==> config.mk <==
export PLATFORM = sky130hd
export DESIGN_NAME = dtc_timer
export DESIGN_NICKNAME = d
export VERILOG_FILES = /design/src/hdl/dtc_pkg.sv /design/src/hdl/dtc_timer.sv
export SDC_FILE = /design/constraint.sdc
export NUM_CORES = 1
export LEC_CHECK = 0
export ABC_AREA = 1
export BUFFER_PORTS_ARGS = -buffer_cell sky130_fd_sc_hd__buf_4
export CORE_ASPECT_RATIO = 1.1
export CORE_UTILIZATION = 30
export DETAILED_ROUTE_END_ITERATION = 16
export GPL_TIMING_DRIVEN = 0
export REMOVE_ABC_BUFFERS = 1
export SLEW_MARGIN = 15
export SYNTH_ARGS = -nofsm -noshare
export SYNTH_HDL_FRONTEND = slang
export SYNTH_SLANG_ARGS = --single-unit
export TNS_END_PERCENT = 1
==> constraint.sdc <==
create_clock -name sys_clk -period 3.2 [get_ports sys_clk]
set_input_delay 0.32 -clock sys_clk [delete_from_list [all_inputs] [get_ports sys_clk]]
set_output_delay 0.32 -clock sys_clk [all_outputs]
set_load 0.1 [all_outputs]
==> src/hdl/dtc_pkg.sv <==
// Package of register offsets, field positions, reset values and timing counts.
package dtc_pkg;

    // Register addresses on the plain register port.
    localparam logic [7:0] DTC_ADDR_MODE = 8'h89;
    localparam logic [7:0] DTC_ADDR_CTRL = 8'h88;
    localparam logic [7:0] DTC_ADDR_A_LOW = 8'h8a;
    localparam logic [7:0] DTC_ADDR_B_LOW = 8'h8b;
    localparam logic [7:0] DTC_ADDR_A_HIGH = 8'h8c;
    localparam logic [7:0] DTC_ADDR_B_HIGH = 8'h8d;

    // Reset values.
    localparam logic [7:0] DTC_RST_MODE = 8'h00;
    localparam logic [7:0] DTC_RST_CTRL = 8'h00;
    localparam logic [7:0] DTC_RST_BYTE = 8'h00;

    // Field positions in the mode register, per unit nibble.
    localparam int DTC_UNIT_B_BASE = 4;
    localparam int DTC_F_MODE_LOW = 0;
    localparam int DTC_F_MODE_HIGH = 1;
    localparam int DTC_F_COUNTER = 2;
    localparam int DTC_F_GATE = 3;

    // Field positions in the control register.
    localparam int DTC_C_RUN_A = 4;
    localparam int DTC_C_FLAG_A = 5;
    localparam int DTC_C_RUN_B = 6;
    localparam int DTC_C_FLAG_B = 7;

    // Timing: oscillator periods per machine cycle.
    localparam int DTC_OSC_PER_MCYC = 12;
    localparam logic [3:0] DTC_MCYC_LAST = 4'(DTC_OSC_PER_MCYC - 1);

    // Mode 0 uses this many low-byte bits.
    localparam int DTC_M0_LOW_BITS = 5;
    localparam logic [7:0] DTC_M0_LOW_MAX = 8'h1f;

    typedef enum logic [1:0] {
        DTC_MODE_13BIT,
        DTC_MODE_16BIT,
        DTC_MODE_RELOAD,
        DTC_MODE_SPLIT
    } dtc_mode_t;

    typedef struct packed {
        logic gate;
        logic counter;
        dtc_mode_t mode;
    } dtc_unit_cfg_t;

    typedef struct packed {
        logic [7:0] high;
        logic [7:0] low;
    } dtc_pair_t;

endpackage : dtc_pkg

==> src/hdl/dtc_timer.sv <==
// Dual four-mode timer/counter with its mode, control and count registers.
//
// Functional notes
// Timer mode counts once per machine cycle, every twelve clocks.
// Counter mode counts each falling edge on the unit count input.
// Edge detection takes two machine cycles, limiting count rate to 1/24.
// External source holds each count level at least one machine cycle.
// Mode 0 counts 13 bits: high byte plus low five low-byte bits.
// Setting a run bit leaves the count bytes unchanged.
// Wrap from all ones to zero sets the unit overflow flag.
// Mode 1 is mode 0 with all eight low bits: 16-bit count.
// Mode 2 low byte counts, reloads from unchanged high byte on overflow.
// Mode 3 unit A low byte is an 8-bit counter on unit A bits.
// Mode 3 unit A high byte times cycles, uses unit B run and flag.
// Unit B in mode 3 stops and holds its count.
// With unit A in mode 3, unit B starts/stops via mode 3, no flag.
// Mode register low nibble is unit A, high nibble is unit B.
// Counter select bit 1 counts edges, 0 counts machine cycles.
// With gate set, a unit advances only while gate pin high and running.
// Mode bits 00 13-bit, 01 16-bit, 10 auto-reload, 11 mode 3.
// Hardware sets overflow flags at control bits 5 and 7; software clears.
// Run bits at control bits 4 and 6 halt the unit when clear.
// Unit A low mode bit sits at mode register bit 0.
// Count inputs sampled once per machine cycle; high then low is an edge.
module dtc_timer
    import dtc_pkg::*;
#(
    parameter int OSC_PER_MCYC = DTC_OSC_PER_MCYC
) (
    // Clock and reset
    input wire logic sys_clk,
    input wire logic rst_n,
    // Register port
    input wire logic [7:0] reg_addr,
    input wire logic [7:0] reg_wdata,
    input wire logic reg_wr,
    input wire logic reg_rd,
    output logic [7:0] reg_rdata,
    // External pins
    input wire logic count_input_a,
    input wire logic count_input_b,
    input wire logic gate_pin_a,
    input wire logic gate_pin_b,
    // Status
    output logic unit_a_overflow_flag,
    output logic unit_b_overflow_flag,
    output logic mcyc_tick
);

    // Ratios above 16 would not fit the four-bit machine cycle divider; a ratio of 1 is refused as well.
    if (OSC_PER_MCYC < 2 || OSC_PER_MCYC > 16) begin : g_osc_range_bad
        $error("OSC_PER_MCYC must lie in 2..16");
    end

    localparam logic [3:0] MCYC_LAST = 4'(OSC_PER_MCYC - 1);

    // ------------------------------------------------------------
    // Machine cycle divider
    // ------------------------------------------------------------
    logic [3:0] div_q, div_d;
    logic tick;

    always_comb begin
        tick = (div_q == MCYC_LAST);
        if (tick) begin
            div_d = 4'h0;
        end else begin
            div_d = div_q + 4'h1;
        end
    end

    always_ff @(posedge sys_clk) begin
        if (!rst_n) begin
            div_q <= 4'h0;
        end else begin
            div_q <= div_d;
        end
    end

    assign mcyc_tick = tick;

    // ------------------------------------------------------------
    // Count input sampling
    // ------------------------------------------------------------
    // One sample per machine cycle: an edge needs a high sample then a low
    // sample, so two machine cycles are the least spacing between counts.
    logic [1:0] samp_q, samp_d, prev_q, prev_d;
    logic [1:0] fall;

    always_comb begin
        samp_d = samp_q;
        prev_d = prev_q;
        if (tick) begin
            samp_d = {count_input_b, count_input_a};
            prev_d = samp_q;
        end
        fall = prev_q & ~samp_q;
    end

    always_ff @(posedge sys_clk) begin
        if (!rst_n) begin
            samp_q <= 2'b00;
            prev_q <= 2'b00;
        end else begin
            samp_q <= samp_d;
            prev_q <= prev_d;
        end
    end

    // The fall term stays true a whole machine cycle; count it once at tick.
    logic [1:0] fall_evt;
    assign fall_evt = fall & {2{tick}};

    // ------------------------------------------------------------
    // Registers and counting
    // ------------------------------------------------------------
    logic [7:0] mode_q, mode_d, ctrl_q, ctrl_d;
    dtc_pair_t a_q, a_d, b_q, b_d;
    dtc_unit_cfg_t cfg_a, cfg_b;
    logic run_a, run_b, en_a, en_b, en_ah;
    logic set_fa, set_fb;
    logic [8:0] sum_al, sum_bl, sum_ah, sum_bh;
    logic wrap_b;

    always_comb begin

        cfg_a = dtc_unit_cfg_t'(mode_q[3:0]);
        cfg_b = dtc_unit_cfg_t'(mode_q[7:DTC_UNIT_B_BASE]);
        run_a = ctrl_q[DTC_C_RUN_A];
        run_b = ctrl_q[DTC_C_RUN_B];
        en_a = run_a && (!cfg_a.gate || gate_pin_a)
            && (cfg_a.counter ? fall_evt[0] : tick);
        en_b = run_b && (!cfg_b.gate || gate_pin_b)
            && (cfg_b.counter ? fall_evt[1] : tick)
            && (cfg_b.mode != DTC_MODE_SPLIT);
        // The split high byte has no counter path and no gate of its own.
        en_ah = run_b && tick;

        a_d = a_q;
        b_d = b_q;
        set_fa = 1'b0;
        set_fb = 1'b0;
        wrap_b = 1'b0;
        sum_al = {1'b0, a_q.low} + 9'h001;
        sum_bl = {1'b0, b_q.low} + 9'h001;
        sum_ah = {1'b0, a_q.high} + 9'h001;
        sum_bh = {1'b0, b_q.high} + 9'h001;

        // Unit A.
        if (en_a) begin
            unique case (cfg_a.mode)
                DTC_MODE_13BIT: begin
                    // The upper three low-byte bits keep whatever software wrote.
                    if (a_q.low[DTC_M0_LOW_BITS-1:0] == DTC_M0_LOW_MAX[4:0]) begin
                        a_d.low[DTC_M0_LOW_BITS-1:0] = 5'h00;
                        a_d.high = sum_ah[7:0];
                        set_fa = sum_ah[8];
                    end else begin
                        a_d.low = sum_al[7:0];
                    end
                end
                DTC_MODE_16BIT: begin
                    // The high byte advances only on the low byte's carry.
                    a_d.low = sum_al[7:0];
                    if (sum_al[8]) begin
                        a_d.high = sum_ah[7:0];
                        set_fa = sum_ah[8];
                    end
                end
                DTC_MODE_RELOAD: begin
                    // The reload copies the high byte and never writes it.
                    if (sum_al[8]) begin
                        a_d.low = a_q.high;
                    end else begin
                        a_d.low = sum_al[7:0];
                    end
                    set_fa = sum_al[8];
                end
                DTC_MODE_SPLIT: begin
                    // Unit A's run bit and gate still steer the split low byte.
                    a_d.low = sum_al[7:0];
                    set_fa = sum_al[8];
                end
            endcase
        end
        if (cfg_a.mode == DTC_MODE_SPLIT && en_ah) begin
            a_d.high = sum_ah[7:0];
            set_fb = sum_ah[8];
        end

        // Unit B; its flag belongs to unit A's high byte while A is split.
        if (en_b) begin
            unique case (cfg_b.mode)
                DTC_MODE_13BIT: begin
                    if (b_q.low[DTC_M0_LOW_BITS-1:0] == DTC_M0_LOW_MAX[4:0]) begin
                        b_d.low[DTC_M0_LOW_BITS-1:0] = 5'h00;
                        b_d.high = sum_bh[7:0];
                        wrap_b = sum_bh[8];
                    end else begin
                        b_d.low = sum_bl[7:0];
                    end
                end
                DTC_MODE_16BIT: begin
                    b_d.low = sum_bl[7:0];
                    if (sum_bl[8]) begin
                        b_d.high = sum_bh[7:0];
                        wrap_b = sum_bh[8];
                    end
                end
                DTC_MODE_RELOAD: begin
                    if (sum_bl[8]) begin
                        b_d.low = b_q.high;
                    end else begin
                        b_d.low = sum_bl[7:0];
                    end
                    wrap_b = sum_bl[8];
                end
                DTC_MODE_SPLIT: begin
                    // The enable already holds a unit parked in mode 3.
                    b_d = b_q;
                end
            endcase
        end
        // Unit B run beside a split unit A counts but raises no overflow of its own.
        if (wrap_b && cfg_a.mode != DTC_MODE_SPLIT) begin
            set_fb = 1'b1;
        end

        // Software access; a run-bit write leaves the bytes alone.
        mode_d = mode_q;
        ctrl_d = ctrl_q;
        // A byte write in the same cycle as a count wins; a carry into the other byte lands.
        if (reg_wr) begin
            unique case (reg_addr)
                DTC_ADDR_MODE: mode_d = reg_wdata;
                DTC_ADDR_CTRL: ctrl_d = reg_wdata;
                DTC_ADDR_A_LOW: a_d.low = reg_wdata;
                DTC_ADDR_A_HIGH: a_d.high = reg_wdata;
                DTC_ADDR_B_LOW: b_d.low = reg_wdata;
                DTC_ADDR_B_HIGH: b_d.high = reg_wdata;
                default: ;
            endcase
        end
        // Hardware set wins over a software clear in the same cycle.
        if (set_fa) begin
            ctrl_d[DTC_C_FLAG_A] = 1'b1;
        end
        if (set_fb) begin
            ctrl_d[DTC_C_FLAG_B] = 1'b1;
        end
    end

    always_ff @(posedge sys_clk) begin
        if (!rst_n) begin
            mode_q <= DTC_RST_MODE;
            ctrl_q <= DTC_RST_CTRL;
            a_q <= {DTC_RST_BYTE, DTC_RST_BYTE};
            b_q <= {DTC_RST_BYTE, DTC_RST_BYTE};
        end else begin
            mode_q <= mode_d;
            ctrl_q <= ctrl_d;
            a_q <= a_d;
            b_q <= b_d;
        end
    end

    // ------------------------------------------------------------
    // Read data
    // ------------------------------------------------------------
    logic [7:0] rdata_q, rdata_d;

    always_comb begin
        // Read data is zero outside the cycle after a read, so idle cycles leak no state.
        rdata_d = 8'h00;
        if (reg_rd) begin
            unique case (reg_addr)
                DTC_ADDR_MODE: rdata_d = mode_q;
                DTC_ADDR_CTRL: rdata_d = ctrl_q;
                DTC_ADDR_A_LOW: rdata_d = a_q.low;
                DTC_ADDR_A_HIGH: rdata_d = a_q.high;
                DTC_ADDR_B_LOW: rdata_d = b_q.low;
                DTC_ADDR_B_HIGH: rdata_d = b_q.high;
                default: rdata_d = 8'h00;
            endcase
        end
    end

    always_ff @(posedge sys_clk) begin
        if (!rst_n) begin
            rdata_q <= 8'h00;
        end else begin
            rdata_q <= rdata_d;
        end
    end

    assign reg_rdata = rdata_q;
    assign unit_a_overflow_flag = ctrl_q[DTC_C_FLAG_A];
    assign unit_b_overflow_flag = ctrl_q[DTC_C_FLAG_B];

endmodule // dtc_timer

---- After elaboration in Yosys (flattened, before gate mapping) ----
Cells that the tools add are included.
storage, ports and cells
  register bits ........................... 64
  input port bits ......................... 24
cells by class
  add/sub/neg operators ................... 5
  equality and inequality tests ........... 17
  multiplexer cells ....................... 40
  bitwise logic cells ..................... 4
  reduce and logical (&&, ||, !) cells .... 26
operator list
  cell                   number
  $mux W8                13
  $mux W16               4
  $eq A8 B8 Y1 const B   6
  $pmux W8 S6            1
  $add A8 B1 Y9 const B  4
  $pmux W8 S2            2
  $pmux W8 S4            1
  $pmux W8 S3            1
  $mux W1                12
  $eq A5 B5 Y1 const B   2
  $mux W5                2
  $reduce_and A2 Y1      5
  $eq A2 B2 Y1 const B   4
  $logic_and A1 B1 Y1    8
  $reduce_bool A2 Y1     4
  $mux W3                2
  $pmux W1 S3            2
  $reduce_or A2 Y1       3
  $add A4 B1 Y4 const B  1
  $and A2 B2 Y2          2
  $eq A2 B1 Y1 const B   2
  $eq A4 B4 Y1 const B   1
  $logic_not A2 Y1       2
  $ne A2 B2 Y1 const B   2
  4 further kinds        6

---- Depth between registers and ports, before layout ----
  word-level depth ........................ 11
  gate-level depth with buffers ........... 13
  gate-level depth less buffers ........... 13

---- Worst setup path before layout ----
Ideal clock, no wire load.
  kind .................................... flip-flop to flip-flop
  start point ............................. register a_q[0] (netlist bit)
  end point ............................... register a_q[14] (netlist bit)
  arrival ................................. 1.677 ns
  path slack .............................. 1.457 ns
  cell stages (with the launch flop) ...... 14
  path buffers ............................ 1
  path through ............................ dfxtp_1 -> ha_1 -> nand2_1 -> nor2_2 -> ha_1 -> inv_1 -> a21oi_2 -> nand3_4 -> nand2_2 -> buf_6 -> nand2_1 -> nand2_1 -> nand2_1 -> a21oi_2
on the way
  word-level cells in the longest chain between the ends .. 7
  elaborated cells between the ends (all ways) .. 9
  classes of those cells .................. add/sub (1); eq/ne (1); mux (7)
ends and longest elaborated chain
  element                                        RTL line                            RTL
  from (decl)                                    dtc_timer.sv:118                    dtc_pair_t a_q, a_d, b_q, b_d;
  from (signal assigned)                         dtc_timer.sv:257                    a_q <= {DTC_RST_BYTE, DTC_RST_BYTE};
  $add A8 B1 Y9 or $eq A5 B5 Y1 (tied branches)  dtc_timer.sv:144, dtc_timer.sv:154
  $mux W8, on equally long branches              dtc_timer.sv:165, dtc_timer.sv:154
  $pmux W8 S2 *                                  dtc_timer.sv:151                    unique case (cfg_a.mode)
  $mux W16 *                                     dtc_timer.sv:150                    if (en_a) begin
  $mux W8 *                                      dtc_timer.sv:186                    if (cfg_a.mode == DTC_MODE_SPLIT && en_ah) begin
  $mux W8                                        dtc_timer.sv:234                    unique case (reg_addr)
  $mux W16 *                                     dtc_timer.sv:233                    if (reg_wr) begin
Mark *: on every way between the ends. The rest lies on a longest branch, timed or not.
A chain may end at the register's enable or synchronous reset.

---- Worst setup path in the final report ----
  start point ............................. register div_q[0]
  end point ............................... register b_q[11] (netlist bit)
on the way
  word-level cells in the longest chain between the ends .. 8
ends and longest elaborated chain
  element                 RTL line          RTL
  from (decl)             dtc_timer.sv:60   logic [3:0] div_q, div_d;
  from (signal assigned)  dtc_timer.sv:76   div_q <= div_d;
  $eq A4 B4 Y1 *          dtc_timer.sv:64   tick = (div_q == MCYC_LAST);
  $and A2 B2 Y2           dtc_timer.sv:112  assign fall_evt = fall & {2{tick}};
  $mux W1 *               dtc_timer.sv:134  && (cfg_b.counter ? fall_evt[1] : tick)
  $logic_and A1 B1 Y1 *   dtc_timer.sv:134
  $logic_and A1 B1 Y1 *   dtc_timer.sv:135  && (cfg_b.mode != DTC_MODE_SPLIT);
  $mux W16 *              dtc_timer.sv:192  if (en_b) begin
  $mux W8                 dtc_timer.sv:234
  $mux W16 *              dtc_timer.sv:233
  to (signal assigned)    dtc_timer.sv:258  b_q <= {DTC_RST_BYTE, DTC_RST_BYTE};
  to (decl)               dtc_timer.sv:118
Marks and branches as above.

==> impl_metrics.tcl <==
set metrics [dict create \
    antenna_found_initial 0 \
    synthCells 664 \
    path_class "flip-flop to flip-flop" \
    power.total_mw 1.84 \
    p_leak_nw 1.91 \
    post_cts_resized 0 \
    routedWlPerCell_um 15.1 \
    yosys.area.top_type "dfxtp_1" \
    ys_seq_area_frac 0.304 \
    required_ns 3.43 \
    cp_top_family "simple AND/OR/NAND/NOR gates" \
    htreeDepth 3 \
    fin_skew_ns 0.00577 \
    cts.path.max_buffers 2 \
    cpMostUsedCell "a21oi_1" \
    drive_above_1_share 0.136 \
    start_kind "flip-flop" \
    tns_ns 0 \
    cp-startpoint "div_q[0]$_SDFF_PP0_" \
    dpl.hpwl_um 9740 \
    rsz0062_at_grt "false" \
    core.rowCount 45 \
    hp-class "input pin to flip-flop" \
    multiInputGateArea_um2 2460 \
    critPathBufInv 1 \
    max-vdd-ir-drop_mv 0.206 \
    num_io_pins 35 \
    ant_nets 0 \
    fillers 1589 \
    dr.pass1.iters 5 \
    via_count 4399 \
    avgSynthCellArea_um2 6.34 \
    dieArea_um2 14500 \
    dieHeight_um 126 \
    cts_root_buf "clkbuf_16" \
    syn_to_final_growth_pct 15.6 \
    relSlewSlack 0.561 \
    ys_ff_latch 64 \
    coreArea_um2 13700 \
    seq_area_um2 1280 \
    initial_core_util 0.307 \
    synthTopCellsByArea "dfxtp_1 30%, nand2_1 11%, o21ai_0 8.1%" \
    synth_top_area_share 0.304 \
    tightest_slew_ns 0.657 \
    max_stage_delay_ns 0.35 \
    cts_hold_buf 0 \
    drtIter0Drc 255 \
    io_buffers 34 \
    drt-total-wl_um 13300 \
    end_kind "flip-flop" \
    post-route-min-period_ns 2.14 \
    maxSlewViolCount 0 \
    setup_viol_count_final 0 \
    overflow 0 \
    clkSlewWorstSetupHoldPaths_ns 0.06 \
    slowest_stage "dfxtp_1" \
    r2r_start "div_q[0]$_SDFF_PP0_" \
    grt_pass1_wl_um 21300 \
    power.density_nw_per_um2 377 \
    cts_buffers 9 \
    cap_violations 0 \
    post_drt_via_cell_ratio 4.98 \
    final_nets 721 \
    netlist_area_um2 4210 \
    die_w_um 115 \
    ys_types 35 \
    path_cells "ha_1 > nand3_2 > nor2_2 > nand2_2 > inv_2 > nand2_1 > a21oi_1 > a21oi_1" \
    cts_post_setup_buffers_inserted 0 \
    status "finished clean" \
    clk_latency_ns 0.34 \
    yosysWarnings 0 \
    antenna_cells 0 \
    arrival_ns 2.37 \
    grt_pass1_vias 4111 \
    remaining_drc_errors 0 \
    clock.fmax_ghz 0.466 \
    hold_viol_final 0 \
    grt_util_all_layers 0.194 \
    cts_tree "built" \
    globalplace.congestion 0.899 \
    grt_max_degree 47 \
    clkSinkCount 64 \
    min_period_over_period 0.670 \
    crit_path_max_fanout 14 \
    hold_start "count_input_a" \
]
-- layout by cell type (no fill, tap or decap), drive strengths merged --
master    Yosys  layout
clkinvlp      0       1
ha            6       6
o21a          1       1
nand3b        1       1
dfxtp        64      64
nor3          7       7
clkinv        2       6
o21ai        77      77
xnor2         2       2
a31oi         3       3
o22ai        23      23
nand3        52      52
inv          93      94
o211ai        6       6
nor2         86      86
or2           3       3
xor2          7       7
a21oi        69      69
clkbuf        7      10
nand4         8       8
nand2       136     136
buf          11      34
-- worst reg2reg max path: cells and delay by family (launching register included) --
kind                     cells  cell delay (ns)
flip-flops                   1             0.35
AO/OA/AOI/OAI                2             0.28
adder cells (fa/ha/maj)      1             0.22
buffers and inverters        1             0.30
AND/OR/NAND/NOR              4             0.89
-- area by class of cell --
cell class / count / area share
clock buffer: 10 / 0.0491
inverter: 95 / 0.0735
timing repair buffer: 34 / 0.0524
multi-input combinational: 487 / 0.505
tap: 188 / 0.0483
sequential: 64 / 0.263
clock inverter: 6 / 0.00899
-- registers in the layout (all words and copies together), names as in the netlist --
| register | count |
|---|---|
| a_q | 16 |
| mode_q | 8 |
| ctrl_q | 8 |
| b_q | 16 |
| reg_rdata | 8 |
| prev_q | 2 |
| samp_q | 2 |
| div_q | 4 |
-- cell families (layout without fill, tap and decap cells) --
| logic type | after synthesis | after routing | share of synthesized area |
|---|---|---|---|
| fa+ha+maj | 6 | 6 | 0.0178 |
| compound gates | 179 | 179 | 0.230 |
| flops | 64 | 64 | 0.304 |
| buf+inv | 113 | 145 | 0.112 |
| simple gates | 293 | 293 | 0.317 |
| xor+xnor | 9 | 9 | 0.0187 |
-- cell usage after synthesis --
cell      instances
o21ai_0          68
nand2_1         125
nand2_2          10
buf_2             5
nand3_4           1
o22ai_1          23
inv_2             7
xnor2_1           2
o21ai_1           7
buf_6             5
nor2_4            5
nand4_1           8
o211ai_1          6
dfxtp_1          64
nor2_2            7
a31oi_1           3
nor2_1           73
clkbuf_1          7
a21oi_2           4
nor3_1            7
o21a_1            1
clkinv_2          1
nand3_1          48
nand3b_1          1
nand3_2           3
nand2_4           1
o21ai_2           2
or2_2             3
buf_4             1
clkinv_1          1
xor2_1            7
a21oi_1          65
ha_1              6
inv_1            86
nor2_8            1
-- per-layer routing --
metal | vias to the layer above | track usage | part of all wire
met1 | 2032 | 0.237 | 0.44
met4 | 0 | 0.0710 | 0.028
met3 | 25 | 0.0448 | 0.050
met2 | 98 | 0.327 | 0.48
li1 | 2244 | - | -
met5 | - | 0 | 0
-- worst paths after layout --
path / depth (start not counted) / endpoint / slack (ns)
hold / removal: 3 / samp_q[0]$_SDFFE_PN0N_ / 0.26
setup / recovery: 8 / b_q[11]$_SDFF_PN0_ / 1.06
hold reg to reg: 1 / div_q[0]$_SDFF_PP0_ / 0.45
setup reg to reg: 8 / b_q[11]$_SDFF_PN0_ / 1.06
-- metrics by stage --
stage	cell area, um2	setup WS, ns	hold slack, ns	utilization	cells
floorplan	4100	1.44	0.418	-	646
detailed placement	4590	1.04	0.442	0.334	868
CTS	4870	1.04	0.254	0.355	884
finish	4870	1.06	0.256	0.355	884
global placement	4590	1.06	0.434	0.334	868
global route	4870	0.807	0.261	0.355	884
-- report_power, final --
| part | total, mW | internal [mW] | switching, mW |
|---|---|---|---|
| clock network | 0.943 | 0.548 | 0.395 |
| registers | 0.805 | 0.801 | 0.00362 |
| logic | 0.0898 | 0.0318 | 0.0580 |
| total | 1.84 | 1.38 | 0.457 |
Note: power is estimated with default switching activity, not from simulation.
